**config.mk**
```make
export PLATFORM = sky130hd
export DESIGN_NAME = cpd_codec_presence_detector
export DESIGN_NICKNAME = d
export VERILOG_FILES = /design/src/cpd_codec_presence_detector.v
export VERILOG_INCLUDE_DIRS = /design/src
export SDC_FILE = /design/constraint.sdc
export NUM_CORES = 1
export LEC_CHECK = 0
export BUFFER_PORTS_ARGS = -buffer_cell sky130_fd_sc_hd__buf_2
export CAP_MARGIN = 20
export CELL_PAD_IN_SITES_DETAIL_PLACEMENT = 2
export CELL_PAD_IN_SITES_GLOBAL_PLACEMENT = 2
export CORE_MARGIN = 4
export CORE_UTILIZATION = 35
export DETAILED_ROUTE_END_ITERATION = 10
export GPL_ROUTABILITY_DRIVEN = 1
export HOLD_SLACK_MARGIN = 0.02
export PLACE_DENSITY_LB_ADDON = 0.15
export SETUP_SLACK_MARGIN = 0.3
export SLEW_MARGIN = 5
export SYNTH_ARGS = -nofsm -noshare
export SYNTH_HDL_FRONTEND = slang
export SYNTH_SLANG_ARGS = --single-unit
```
**constraint.sdc**
```tcl
create_clock -name core_clk_in -period 3.6 [get_ports core_clk_in]
set_input_delay 0.18 -clock core_clk_in [delete_from_list [all_inputs] [get_ports core_clk_in]]
set_output_delay 0.18 -clock core_clk_in [all_outputs]
set_load 0.005 [all_outputs]
```
**src/cpd_regs.vh**
```
// constants for the codec presence detector
`ifndef CPD_REGS_VH
`define CPD_REGS_VH
`define CPD_CLK_MHZ 20
`define CPD_FAST_WAIT_US 800
`define CPD_STD_WAIT_MS 600
`define CPD_FAST_WAIT_CYC (`CPD_FAST_WAIT_US * `CPD_CLK_MHZ)
`define CPD_STD_WAIT_CYC (`CPD_STD_WAIT_MS * 1000 * `CPD_CLK_MHZ)
`define CPD_FAST_BIT 14
`define CPD_VER_2_1 16'h0021
`define CPD_VER_2_2 16'h0022
`define CPD_REG_VENDOR 7'h02
`define CPD_REG_MODEM 7'h3c
`define CPD_ADDR_PRI 2'b00
`define CPD_ADDR_SEC 2'b01
`define CPD_ADDR_TER0 2'b10
`define CPD_ADDR_TER1 2'b11
`define CPD_FN_NONE 2'b00
`define CPD_FN_AUDIO 2'b01
`define CPD_FN_MODEM 2'b10
`define CPD_FN_BOTH 2'b11
`endif

```
**src/cpd_codec_presence_detector.v**
```verilog
// boot sequencer that finds and classifies the attached codecs
`timescale 1ns/10ps
`include "cpd_regs.vh"
// What this block does
// - strap low: use fixed onboard codec data
// - onboard fast and v2.1/2.2: consult riser
// - onboard not fast, v2.1/2.2: standard wait
// - riser fast flag is feature word bit 14
// - riser version from config bytes 06h-07h
// - riser fast and v2.1/2.2: 800us wait
// - riser versions above 2.2 assume fast start; onboard ones consult riser
// - strap high: riser data alone decides
// - enable audio and modem functions first
// - then release link reset, watch ready
// - fast mode ready wait ends at 800us
// - standard mode ready wait ends 600ms
// - primary timeout: skip secondary and tertiary
// - secondary timeout: no secondary present
// - tertiary timeout: keep primary, secondary if ready
// - read regs 02h, 3Ch of primary codec
// - same reads of secondary at address 01b
// - tertiary reads at address 10b or 11b
// - classify audio, modem or combined codec
// - no primary: disable the link controller
// - primary found: hand functions onward
module cpd_codec_presence_detector #(
    parameter FAST_CYC = `CPD_FAST_WAIT_CYC,
    parameter STD_CYC = `CPD_STD_WAIT_CYC
) (
    input wire core_clk_in,
    input wire arst_n_in,
    input wire clk_en_in,
    input wire start_in,
    input wire onboard_codec_strap_n_in,
    input wire [15:0] onboard_version_in,
    input wire onboard_fast_in,
    input wire [15:0] riser_feature_word_in,
    input wire [15:0] riser_version_in,
    input wire [2:0] codec_ready_in,
    output reg rd_req_out,
    output reg [1:0] rd_codec_addr_out,
    output reg [6:0] rd_reg_index_out,
    input wire rd_ack_in,
    input wire [15:0] rd_data_in,
    output reg audio_en_out,
    output reg modem_en_out,
    output reg controller_en_out,
    output reg link_reset_n_out,
    output reg fast_mode_out,
    output reg [1:0] pri_fn_out,
    output reg [1:0] sec_fn_out,
    output reg [1:0] ter_fn_out,
    output reg [1:0] ter_addr_out,
    output reg done_out,
    output reg primary_found_out
);
    localparam S_IDLE = 9'h001;
    localparam S_ENABLE = 9'h002;
    localparam S_RELEASE = 9'h004;
    localparam S_WAIT = 9'h008;
    localparam S_REQ = 9'h010;
    localparam S_RESP = 9'h020;
    localparam S_NEXT = 9'h040;
    localparam S_FINISH = 9'h080;
    localparam S_DONE = 9'h100;

    ////////////////////////////////////////////////////////////////////
    // helpers
    function ver_ok;
        input [15:0] v;
        begin
            ver_ok = (v == `CPD_VER_2_1) || (v == `CPD_VER_2_2);
        end
    endfunction

    function ver_late;
        input [15:0] v;
        begin
            ver_late = (v > `CPD_VER_2_2);
        end
    endfunction

    function [1:0] classify;
        input [15:0] r02;
        input [15:0] r3c;
        begin
            classify = {r3c != 16'h0000, r02 != 16'h0000};
        end
    endfunction

    ////////////////////////////////////////////////////////////////////
    // input synchronisers
    reg [2:0] rdy_s1_reg;
    reg [2:0] rdy_s2_reg;
    reg strap_s1_reg;
    reg strap_s2_reg;
    always @(posedge core_clk_in or negedge arst_n_in) begin
        if (!arst_n_in) begin
            rdy_s1_reg <= 3'h0;
            rdy_s2_reg <= 3'h0;
            strap_s1_reg <= 1'b1;
            strap_s2_reg <= 1'b1;
        end else if (clk_en_in) begin
            rdy_s1_reg <= codec_ready_in;
            rdy_s2_reg <= rdy_s1_reg;
            strap_s1_reg <= onboard_codec_strap_n_in;
            strap_s2_reg <= strap_s1_reg;
        end
    end

    ////////////////////////////////////////////////////////////////////
    // wait time selection
    reg riser_fast;
    reg fast_sel;
    always @* begin
        riser_fast = ver_late(riser_version_in) ||
            (riser_feature_word_in[`CPD_FAST_BIT] &&
            ver_ok(riser_version_in));
        if (!strap_s2_reg) begin
            if (ver_late(onboard_version_in)) begin
                fast_sel = riser_fast;
            end else if (onboard_fast_in &&
                ver_ok(onboard_version_in)) begin
                fast_sel = riser_fast;
            end else begin
                fast_sel = 1'b0;
            end
        end else begin
            fast_sel = riser_fast;
        end
    end

    ////////////////////////////////////////////////////////////////////
    // sequencer state
    reg [8:0] state_reg;
    reg [8:0] state_next;
    reg [31:0] tmr_reg;
    reg [31:0] tmr_next;
    reg [31:0] limit_reg;
    reg [31:0] limit_next;
    reg [1:0] idx_reg;
    reg [1:0] idx_next;
    reg phase_reg;
    reg phase_next;
    reg [15:0] r02_reg;
    reg [15:0] r02_next;
    reg [2:0] seen_reg;
    reg [2:0] seen_next;
    reg [2:0] seen_now;
    reg [1:0] fn_now;

    // next values of the outputs
    reg rd_req_next;
    reg [1:0] rd_addr_next;
    reg [6:0] rd_index_next;
    reg audio_en_next;
    reg modem_en_next;
    reg ctl_en_next;
    reg link_rel_next;
    reg fast_mode_next;
    reg [1:0] pri_fn_next;
    reg [1:0] sec_fn_next;
    reg [1:0] ter_fn_next;
    reg [1:0] ter_addr_next;
    reg done_next;
    reg found_next;

    ////////////////////////////////////////////////////////////////////
    // next state and next outputs
    always @* begin
        state_next = state_reg;
        tmr_next = tmr_reg;
        limit_next = limit_reg;
        idx_next = idx_reg;
        phase_next = phase_reg;
        r02_next = r02_reg;
        seen_next = seen_reg;
        seen_now = seen_reg | rdy_s2_reg;
        fn_now = classify(r02_reg, rd_data_in);
        rd_req_next = rd_req_out;
        rd_addr_next = rd_codec_addr_out;
        rd_index_next = rd_reg_index_out;
        audio_en_next = audio_en_out;
        modem_en_next = modem_en_out;
        ctl_en_next = controller_en_out;
        link_rel_next = link_reset_n_out;
        fast_mode_next = fast_mode_out;
        pri_fn_next = pri_fn_out;
        sec_fn_next = sec_fn_out;
        ter_fn_next = ter_fn_out;
        ter_addr_next = ter_addr_out;
        done_next = done_out;
        found_next = primary_found_out;
        case (state_reg)
        S_IDLE: begin
            if (start_in) begin
                fast_mode_next = fast_sel;
                limit_next = fast_sel ? FAST_CYC : STD_CYC;
                state_next = S_ENABLE;
            end
        end
        S_ENABLE: begin
            audio_en_next = 1'h1;
            modem_en_next = 1'h1;
            ctl_en_next = 1'h1;
            state_next = S_RELEASE;
        end
        S_RELEASE: begin
            link_rel_next = 1'h1;
            tmr_next = 32'h0000_0000;
            state_next = S_WAIT;
        end
        S_WAIT: begin
            seen_next = seen_now;
            tmr_next = tmr_reg + 32'h0000_0001;
            if (&seen_now) begin
                idx_next = 2'h0;
                state_next = S_NEXT;
            end else if (tmr_reg >= limit_reg - 32'h0000_0001) begin
                idx_next = 2'h0;
                state_next = S_NEXT;
            end
        end
        S_NEXT: begin
            phase_next = 1'h0;
            if (idx_reg == 2'h3) begin
                state_next = S_FINISH;
            end else if (!seen_reg[0]) begin
                state_next = S_FINISH;
            end else if (!seen_reg[idx_reg]) begin
                idx_next = idx_reg + 2'h1;
            end else begin
                case (idx_reg)
                2'h0: rd_addr_next = `CPD_ADDR_PRI;
                2'h1: rd_addr_next = `CPD_ADDR_SEC;
                default: rd_addr_next = `CPD_ADDR_TER0;
                endcase
                state_next = S_REQ;
            end
        end
        S_REQ: begin
            rd_req_next = 1'h1;
            rd_index_next = phase_reg ? `CPD_REG_MODEM
                : `CPD_REG_VENDOR;
            state_next = S_RESP;
        end
        S_RESP: begin
            if (rd_ack_in) begin
                rd_req_next = 1'h0;
                if (!phase_reg) begin
                    r02_next = rd_data_in;
                    phase_next = 1'h1;
                    state_next = S_REQ;
                end else if (idx_reg == 2'h2 &&
                    fn_now == `CPD_FN_NONE &&
                    rd_codec_addr_out == `CPD_ADDR_TER0) begin
                    rd_addr_next = `CPD_ADDR_TER1;
                    phase_next = 1'h0;
                    state_next = S_REQ;
                end else begin
                    case (idx_reg)
                    2'h0: pri_fn_next = fn_now;
                    2'h1: sec_fn_next = fn_now;
                    default: begin
                        ter_fn_next = fn_now;
                        ter_addr_next = rd_codec_addr_out;
                    end
                    endcase
                    idx_next = idx_reg + 2'h1;
                    state_next = S_NEXT;
                end
            end
        end
        S_FINISH: begin
            found_next = seen_reg[0];
            if (!seen_reg[0]) begin
                ctl_en_next = 1'h0;
                audio_en_next = 1'h0;
                modem_en_next = 1'h0;
            end
            done_next = 1'h1;
            state_next = S_DONE;
        end
        S_DONE: begin
            state_next = S_DONE;
        end
        default: begin
            state_next = S_IDLE;
        end
        endcase
    end

    ////////////////////////////////////////////////////////////////////
    // sequencer registers
    always @(posedge core_clk_in or negedge arst_n_in) begin
        if (!arst_n_in) begin
            state_reg <= S_IDLE;
            tmr_reg <= 32'h0000_0000;
            limit_reg <= 32'h0000_0000;
            idx_reg <= 2'h0;
            phase_reg <= 1'h0;
            r02_reg <= 16'h0000;
            seen_reg <= 3'h0;
            rd_req_out <= 1'h0;
            rd_codec_addr_out <= 2'h0;
            rd_reg_index_out <= 7'h00;
            audio_en_out <= 1'h0;
            modem_en_out <= 1'h0;
            controller_en_out <= 1'h0;
            link_reset_n_out <= 1'h0;
            fast_mode_out <= 1'h0;
            pri_fn_out <= 2'h0;
            sec_fn_out <= 2'h0;
            ter_fn_out <= 2'h0;
            ter_addr_out <= 2'h0;
            done_out <= 1'h0;
            primary_found_out <= 1'h0;
        end else if (clk_en_in) begin
            state_reg <= state_next;
            tmr_reg <= tmr_next;
            limit_reg <= limit_next;
            idx_reg <= idx_next;
            phase_reg <= phase_next;
            r02_reg <= r02_next;
            seen_reg <= seen_next;
            rd_req_out <= rd_req_next;
            rd_codec_addr_out <= rd_addr_next;
            rd_reg_index_out <= rd_index_next;
            audio_en_out <= audio_en_next;
            modem_en_out <= modem_en_next;
            controller_en_out <= ctl_en_next;
            link_reset_n_out <= link_rel_next;
            fast_mode_out <= fast_mode_next;
            pri_fn_out <= pri_fn_next;
            sec_fn_out <= sec_fn_next;
            ter_fn_out <= ter_fn_next;
            ter_addr_out <= ter_addr_next;
            done_out <= done_next;
            primary_found_out <= found_next;
        end
    end
endmodule // cpd_codec_presence_detector

```
==> results.toml, run 1 <==
[status]
outcome = "finished, final reports clean"

[synth]
ys.flop_type = "dfrtp_1"
syn_area_um2 = 5300
synth_cell_types = 68
synth.largest_area_cell = "dfrtp_1"
synth_area_leaders = "dfrtp_1, mux2_2, ha_1"
syn_area_per_cell_um2 = 10.2
synth_cells = 521
ys_ff_latch = 91
yosys_warnings = 0
synth_seq_area_share_pct = 43.1
async_reset_ff_share_pct = 100
netlist.area_leader.share_pct = 41.6
synth_edf_count = 0

[worst_setup_path]
cp.arrival_ns = 3.35
end_kind = "flip-flop"
ff2ff_path_depth = 10
crit_required_ns = 3.85
r2r_slack_ns = 0.50
critPathKind = "reg -> reg"
crit_path_max_fanout = 8
cp-start-kind = "flip-flop"

[global_route]
grt_overflow = 0
grt_max_degree = 36
antenna_found_initial = 0
grt_pass1_wl_um = 25600
grt_pass1_vias = 4989
groute.usage.overall_pct = 19.0

[timing]
rsz0062_at_grt = "no"
tightest_slew_ns = 0.611
min_period_over_period_pct = 86.2
final.setup_skew_ns = 0.0134
setup_viol = 0
slew_headroom_pct = 58.9
finalHoldViolations = 0
maxSlewViolCount = 0
fin_crit_ns = 3.10
max_freq_mhz = 322
tns_ns = 0

[drt]
route.detailed.drc = 0
drt_wl_total_um = 15300
wl_per_cell_um = 19.4
dr.pass1.iters = 4
route.vias.total = 4382
viasPerCell = 5.54
dr.first_iter.drc_count = 144
antenna_left = 0

[pwr]
seqPwrFrac_pct = 40.6
swShare_pct = 36.0
clkPwrFrac_pct = 31.8
irDropWorstVdd_v = 0.000245
switchingPower_mw = 1.13
p_per_area_nw_per_um2 = 505
power_frac_comb_pct = 27.7
p_leak_nw = 2.95
p_int_mw = 2.01

[job]
maxCapViolCount = 0

[floorplanning]
dieArea_um2 = 17200
ios = 99
start_util_pct = 36.0
core_area_um2 = 14700
die_height_um = 131
rows = 44
die_width_um = 131

[clocking]
clk_pin_slew_worst_paths_ns = 0.08
cts.htree.levels = 3
clk_latency_ns = 0.36
cts_buffers = 9
clock_path_buffers = 2
cts-root-buf = "clkbuf_16"
cts_tree = "built"
clock-sinks = 91

[finish]
post-route-cell-area_um2 = 6220
layout.nets = 707
seq_area_um2 = 2280
drive_gt1_share_pct = 29.2
num_antenna_cells = 0
largest_reg_flops = 32
multi_input_area_um2 = 2830
fill_cells = 1583
utilization_pct = 42.3
syn_to_final_growth_pct = 17.4

[place]
dp_hpwl_um = 11500
port_buffers = 81
place_congestion = 0.787
dpl_cell_area_um2 = 5860

[hold_path]
holdPathStages = 2
hold_path_class = "in -> reg"
[layout by cell type (no fill, tap or decap), drive strengths merged, types with 5 or more instances in the layout]
master / count
nand4: 15
o21ai: 44
o31ai: 7
inv: 23
o211ai: 6
buf: 91
ha: 31
dfrtp: 88
nand2: 51
and3: 9
clkbuf: 9
or3: 6
a21oi: 19
nand3: 33
nor4: 19
nor3: 8
nand2b: 5
mux2: 42
nor2: 31
[cell type report]
class	instances	share of cell area [%]
Timing Repair Buffer	92	7.92
Clock buffer	9	3.62
Tap cell	184	3.70
Sequential cell	91	36.7
Multi-Input combinational cell	388	45.5
Clock inverter	7	1.43
Inverter	20	1.21
[logic make-up (layout without fill, tap and decap cells)]
group           count (synthesis)  after routing  share of synthesized area, %
simple gates                  195            196                          21.6
compound gates                103            103                          12.3
flops                          91             91                          43.1
mux                            46             46                          9.68
buf+inv                        44            128                          4.35
fa+ha+maj                      33             33                          7.70
xor+xnor                        8              8                          1.32
other cells                     1              2                        0.0708
[worst max-delay path: stages (launching register included)]
cell and delay [ns]:
dfrtp_1 0.43, nor3_1 0.35, buf_4 0.23, nand2_1 0.07, ha_1 0.29, nand4_1 0.17, nor4_2 0.39, o211ai_1 0.17
o2111ai_2 0.34, nand2_2 0.18, a221o_1 0.38
[power groups by stage]
stage	Combinational [mW]	Sequential, mW	Clock [mW]
after floorplan	0.631	1.22	0
after detailed placement	0.845	1.30	0
after global routing	0.983	1.30	1.06
after CTS	0.866	1.28	1.03
after global placement	0.808	1.29	0
final	0.870	1.28	0.998
[layer usage]
layer  vias to the layer above  GRT usage [%]  share of wire, %
met5                         -              0                 0
met3                        16           3.46               3.2
met1                      2228           24.9                46
met2                        74           31.8                49
li1                       2064              -                 -
met4                         0           6.35               1.5
[cell usage after synthesis, drive strengths merged, types with 2 or more instances]
master	n
a21bo	2
a21o	4
a21oi	19
a22oi	2
a31oi	4
and3	9
and4	3
buf	18
clkbuf	6
dfrtp	88
dfstp	3
ha	31
inv	20
maj3	2
mux2	42
mux2i	4
nand2	50
nand2b	5
nand3	33
nand4	15
nor2	31
nor2b	4
nor3	8
nor3b	4
nor4	19
nor4b	2
o211ai	6
o21ai	44
o22ai	3
o31ai	7
or3	6
or4	3
xnor2	4
xor2	4
[repair_timing]
item | CTS | global route
gates cloned | 1 | 0
gates resized for setup | 4 | 3
setup buffers | 0 | 0
endpoints found under the hold margin | 23 | 0
pin swaps | 1 | 0
endpoints found under the setup margin | 6 | 10
hold buffers | 1 | 0
[final timing paths]
kind,end,start
min in group asynchronous,primary_found_out$_DFFE_PN0P_,arst_n_in
worst min register to register,link_reset_n_out$_DFFE_PN0P_,link_reset_n_out$_DFFE_PN0P_
worst min-delay path,rdy_s1_reg[0]$_DFFE_PN0P_,codec_ready_in[0]
max in group asynchronous,strap_s1_reg$_DFFE_PN1P_,arst_n_in
worst max register to register,state_reg[8]$_DFFE_PN0P_,limit_reg[21]$_DFFE_PN0P_
worst max-delay path,state_reg[8]$_DFFE_PN0P_,limit_reg[21]$_DFFE_PN0P_
[stage by stage]
stage	hold slack (ns)	power [mW]	instances	setup WS [ns]
finish	0.0505	3.14	791	0.495
global route	0.0429	3.35	791	0.270
CTS	0.0369	3.17	791	0.396
detailed placement	0.112	2.14	773	0.111
global placement	0.109	2.09	773	0.148
floorplan	-0.116	1.85	522	0.640
Power figures use the tool's default switching activity.
==> run 2, diff against run 1 <==
--- a/config.mk
+++ b/config.mk
@@ -6,12 +6,13 @@
 export SDC_FILE = /design/constraint.sdc
 export NUM_CORES = 1
 export LEC_CHECK = 0
+export ABC_AREA = 1
 export BUFFER_PORTS_ARGS = -buffer_cell sky130_fd_sc_hd__buf_2
 export CAP_MARGIN = 20
 export CELL_PAD_IN_SITES_DETAIL_PLACEMENT = 2
 export CELL_PAD_IN_SITES_GLOBAL_PLACEMENT = 2
 export CORE_MARGIN = 4
-export CORE_UTILIZATION = 35
+export CORE_UTILIZATION = 32
 export DETAILED_ROUTE_END_ITERATION = 10
 export GPL_ROUTABILITY_DRIVEN = 1
 export HOLD_SLACK_MARGIN = 0.02
==> run 2 against run 1 <==
  * First-iteration DRC count increased by 33%
  * Sequential cell count is the same
  * Count of clock-buffer cells in the layout rose by 1
  * Via count rose by 25%
  * Core utilization is 4.1 points lower
  * Non-clock buffer count is 3 lower
  * Critical path depth rose by 9
  * Power is 12% higher
  * Routed wire length is 22% higher
  * Combinational power increased by 28%
  * Fmax up 2.8%
  * Critical path type unchanged
  * Critical endpoint is now state_reg[1]$_DFFE_PN0P_
  * Largest power group unchanged
==> results.toml, run 2 <==
[synth]
async_reset_ff_share_pct = 100
synth_mux_area_share_pct = 1.87
synth_compound_area_share_pct = 11.3
ys_ff_latch = 91
synth_cells = 760
synth_xor_area_share_pct = 0.311
synth_area_leaders = "dfrtp_1, nand2_1, inv_1"
synth_common_cells = "nand2_1, inv_1, nor2_1, dfrtp_1, o21ai_0"
ys.flop_type = "dfrtp_1"
netlist.area_leader.share_pct = 39.1
yosys_warnings = 0
yosys.area_share.adder_pct = 6.90
synth_seq_area_share_pct = 40.5
syn_area_per_cell_um2 = 7.40
synth_top_family_by_area = "simple AND/OR/NAND/NOR gates"
yosys.area_share.simple_pct = 29.4
syn_area_um2 = 5630
synth_cell_types = 40
synth.largest_area_cell = "dfrtp_1"
yosysMostFrequentCell = "nand2_1"
synth_edf_count = 0

[global_route]
groute.usage.overall_pct = 19.4
grt_overflow = 0
grt_pass1_wl_um = 31300
grt_pass1_vias = 6049
grt_max_degree = 36
antenna_found_initial = 0

[status]
outcome = "finished, final reports clean"

[place]
dp.cells = 1055
place_congestion = 0.816
dp_hpwl_um = 14700
port_buffers = 81

[finish]
drive_gt1_share_pct = 16.0
utilization_pct = 38.2
layout.nets = 950
largest_reg_flops = 32
mostFrequentLayoutCells = "nand2_1, inv_1, nor2_1"
fill_cells = 2092
num_antenna_cells = 0
syn_to_final_growth_pct = 17.0
fin_cells = 1074
final_common_cell = "nand2_1"

[drt]
viasPerCell = 5.08
route.detailed.drc = 0
drt_wl_total_um = 18800
route.vias.total = 5459
dr.pass1.iters = 4
dr.first_iter.drc_count = 191
wl_per_cell_um = 17.5
antenna_left = 0

[pwr]
p_leak_nw = 3.37
p_per_area_nw_per_um2 = 536
irDropWorstVdd_v = 0.000237

[clocking]
cts_tree = "built"
clock_path_buffers = 2
cts.htree.levels = 3
clk_pin_slew_worst_paths_ns = 0.07
cts-root-buf = "clkbuf_16"
clk_latency_ns = 0.36
cts_buffers = 9
clock-sinks = 91

[worst_setup_path]
end_kind = "flip-flop"
r2r_slack_ns = 0.58
crit_path_max_fanout = 14
critPathKind = "reg -> reg"
ff2ff_path_depth = 19
crit_required_ns = 3.88
cp.arrival_ns = 3.30
cp-start-kind = "flip-flop"

[floorplanning]
die_width_um = 141
rows = 48
start_util_pct = 32.6
die_height_um = 141
ios = 99
dieArea_um2 = 19800
core_area_um2 = 17200

[timing]
min_period_over_period_pct = 83.9
max_freq_mhz = 331
maxSlewViolCount = 0
finalHoldViolations = 0
final.setup_skew_ns = 0.00983
slew_headroom_pct = 56.6
setup_viol = 0
tightest_slew_ns = 0.650
rsz0062_at_grt = "no"
fin_crit_ns = 3.02
tns_ns = 0

[job]
maxCapViolCount = 0

[hold_path]
holdPathStages = 3
hold_path_class = "in -> reg"
-- run 2: cell types whose count changed after synthesis, sizes merged, moves of 13 or more --
cell | before | now
inv | 20 | 113
mux2 | 42 | 8
nand2 | 50 | 187
nor2 | 31 | 97
nand4 | 15 | 31
o21ai | 44 | 68
nor4 | 19 | 6
-- run 2: through the flow --
step           hold slack, ns  worst slack, ns  total power [mW]  cell area, um^2
3_5_place_dp            0.164            0.354              2.57             6240
2_1_floorplan          -0.116             1.01              2.15             5630
5_1_grt                0.0350            0.284              3.81             6580
3_3_place_gp            0.146            0.518              2.47             6240
4_1_cts                0.0342            0.332              3.57             6550
6_report               0.0441            0.579              3.53             6580
-- run 2: kinds of logic (layout without fill, tap and decap cells) --
| group | count (synthesis) | in the layout |
|---|---|---|
| compound gates | 116 | 116 |
| xor+xnor | 2 | 2 |
| fa+ha+maj | 31 | 31 |
| buf+inv | 131 | 219 |
| flops | 91 | 91 |
| mux | 8 | 8 |
| other cells | 1 | 2 |
| simple gates | 380 | 380 |
-- run 2: metal layers --
metal  wire length [um]  share of wire [%]  vias up  global-route usage (%)
li1                   -                  -     2635                       -
met1               8130                 43     2757                    23.5
met2              10000                 53       49                    36.2
met3                352                1.9       18                    2.99
met4                240                1.3        0                    4.49
met5                  0                  0        -                       0
-- run 2: worst max-delay path: stages, from the launching register on --
cell and delay [ns]:
dfrtp_1 0.49, inv_2 0.12, ha_1 0.25, nand2_1 0.20, clkinvlp_4 0.22, nor2_1 0.17, ha_1 0.28, nand2_1 0.08
inv_1 0.04, nand2_1 0.06, nand2_1 0.05, nand2_1 0.07, nand3_1 0.12, nand2_1 0.11, nand2_1 0.09, nand2_1 0.07
nand2_1 0.16, nand2_4 0.21, nand2_1 0.08, o21ai_1 0.07
-- run 2: final cells by class --
| type | count | area, um^2 | share of cell area [%] |
|---|---|---|---|
| clock buffer | 10 | 229 | 3.48 |
| clock inverter | 5 | 62.6 | 0.951 |
| inverter | 115 | 435 | 6.62 |
| multi-input combinational | 539 | 2820 | 42.8 |
| sequential | 91 | 2280 | 34.7 |
| tap | 225 | 282 | 4.28 |
| timing repair buffer | 89 | 470 | 7.15 |
-- run 2: timing repair --
item	4_1_cts	5_1_grt
endpoints found under the hold margin	31	0
hold buffers	1	0
gates resized for setup	0	5
buffers inserted	0	3
endpoints found under the setup margin	0	11
-- run 2: path summary, 6_finish.rpt --
kind	start	end
hold / removal	codec_ready_in[0]	rdy_s1_reg[0]$_DFFE_PN0P_
min in group asynchronous	arst_n_in	rd_req_out$_DFFE_PN0P_
hold reg to reg	link_reset_n_out$_DFFE_PN0P_	link_reset_n_out$_DFFE_PN0P_
setup reg to reg	limit_reg[21]$_DFFE_PN0P_	state_reg[1]$_DFFE_PN0P_
setup / recovery	limit_reg[21]$_DFFE_PN0P_	state_reg[1]$_DFFE_PN0P_
max in group asynchronous	arst_n_in	limit_reg[13]$_DFFE_PN0P_
-- run 2: power by group --
group | switching (mW) | internal [mW]
Combinational | 0.689 | 0.425
Sequential | 0.231 | 1.21
Clock | 0.436 | 0.539
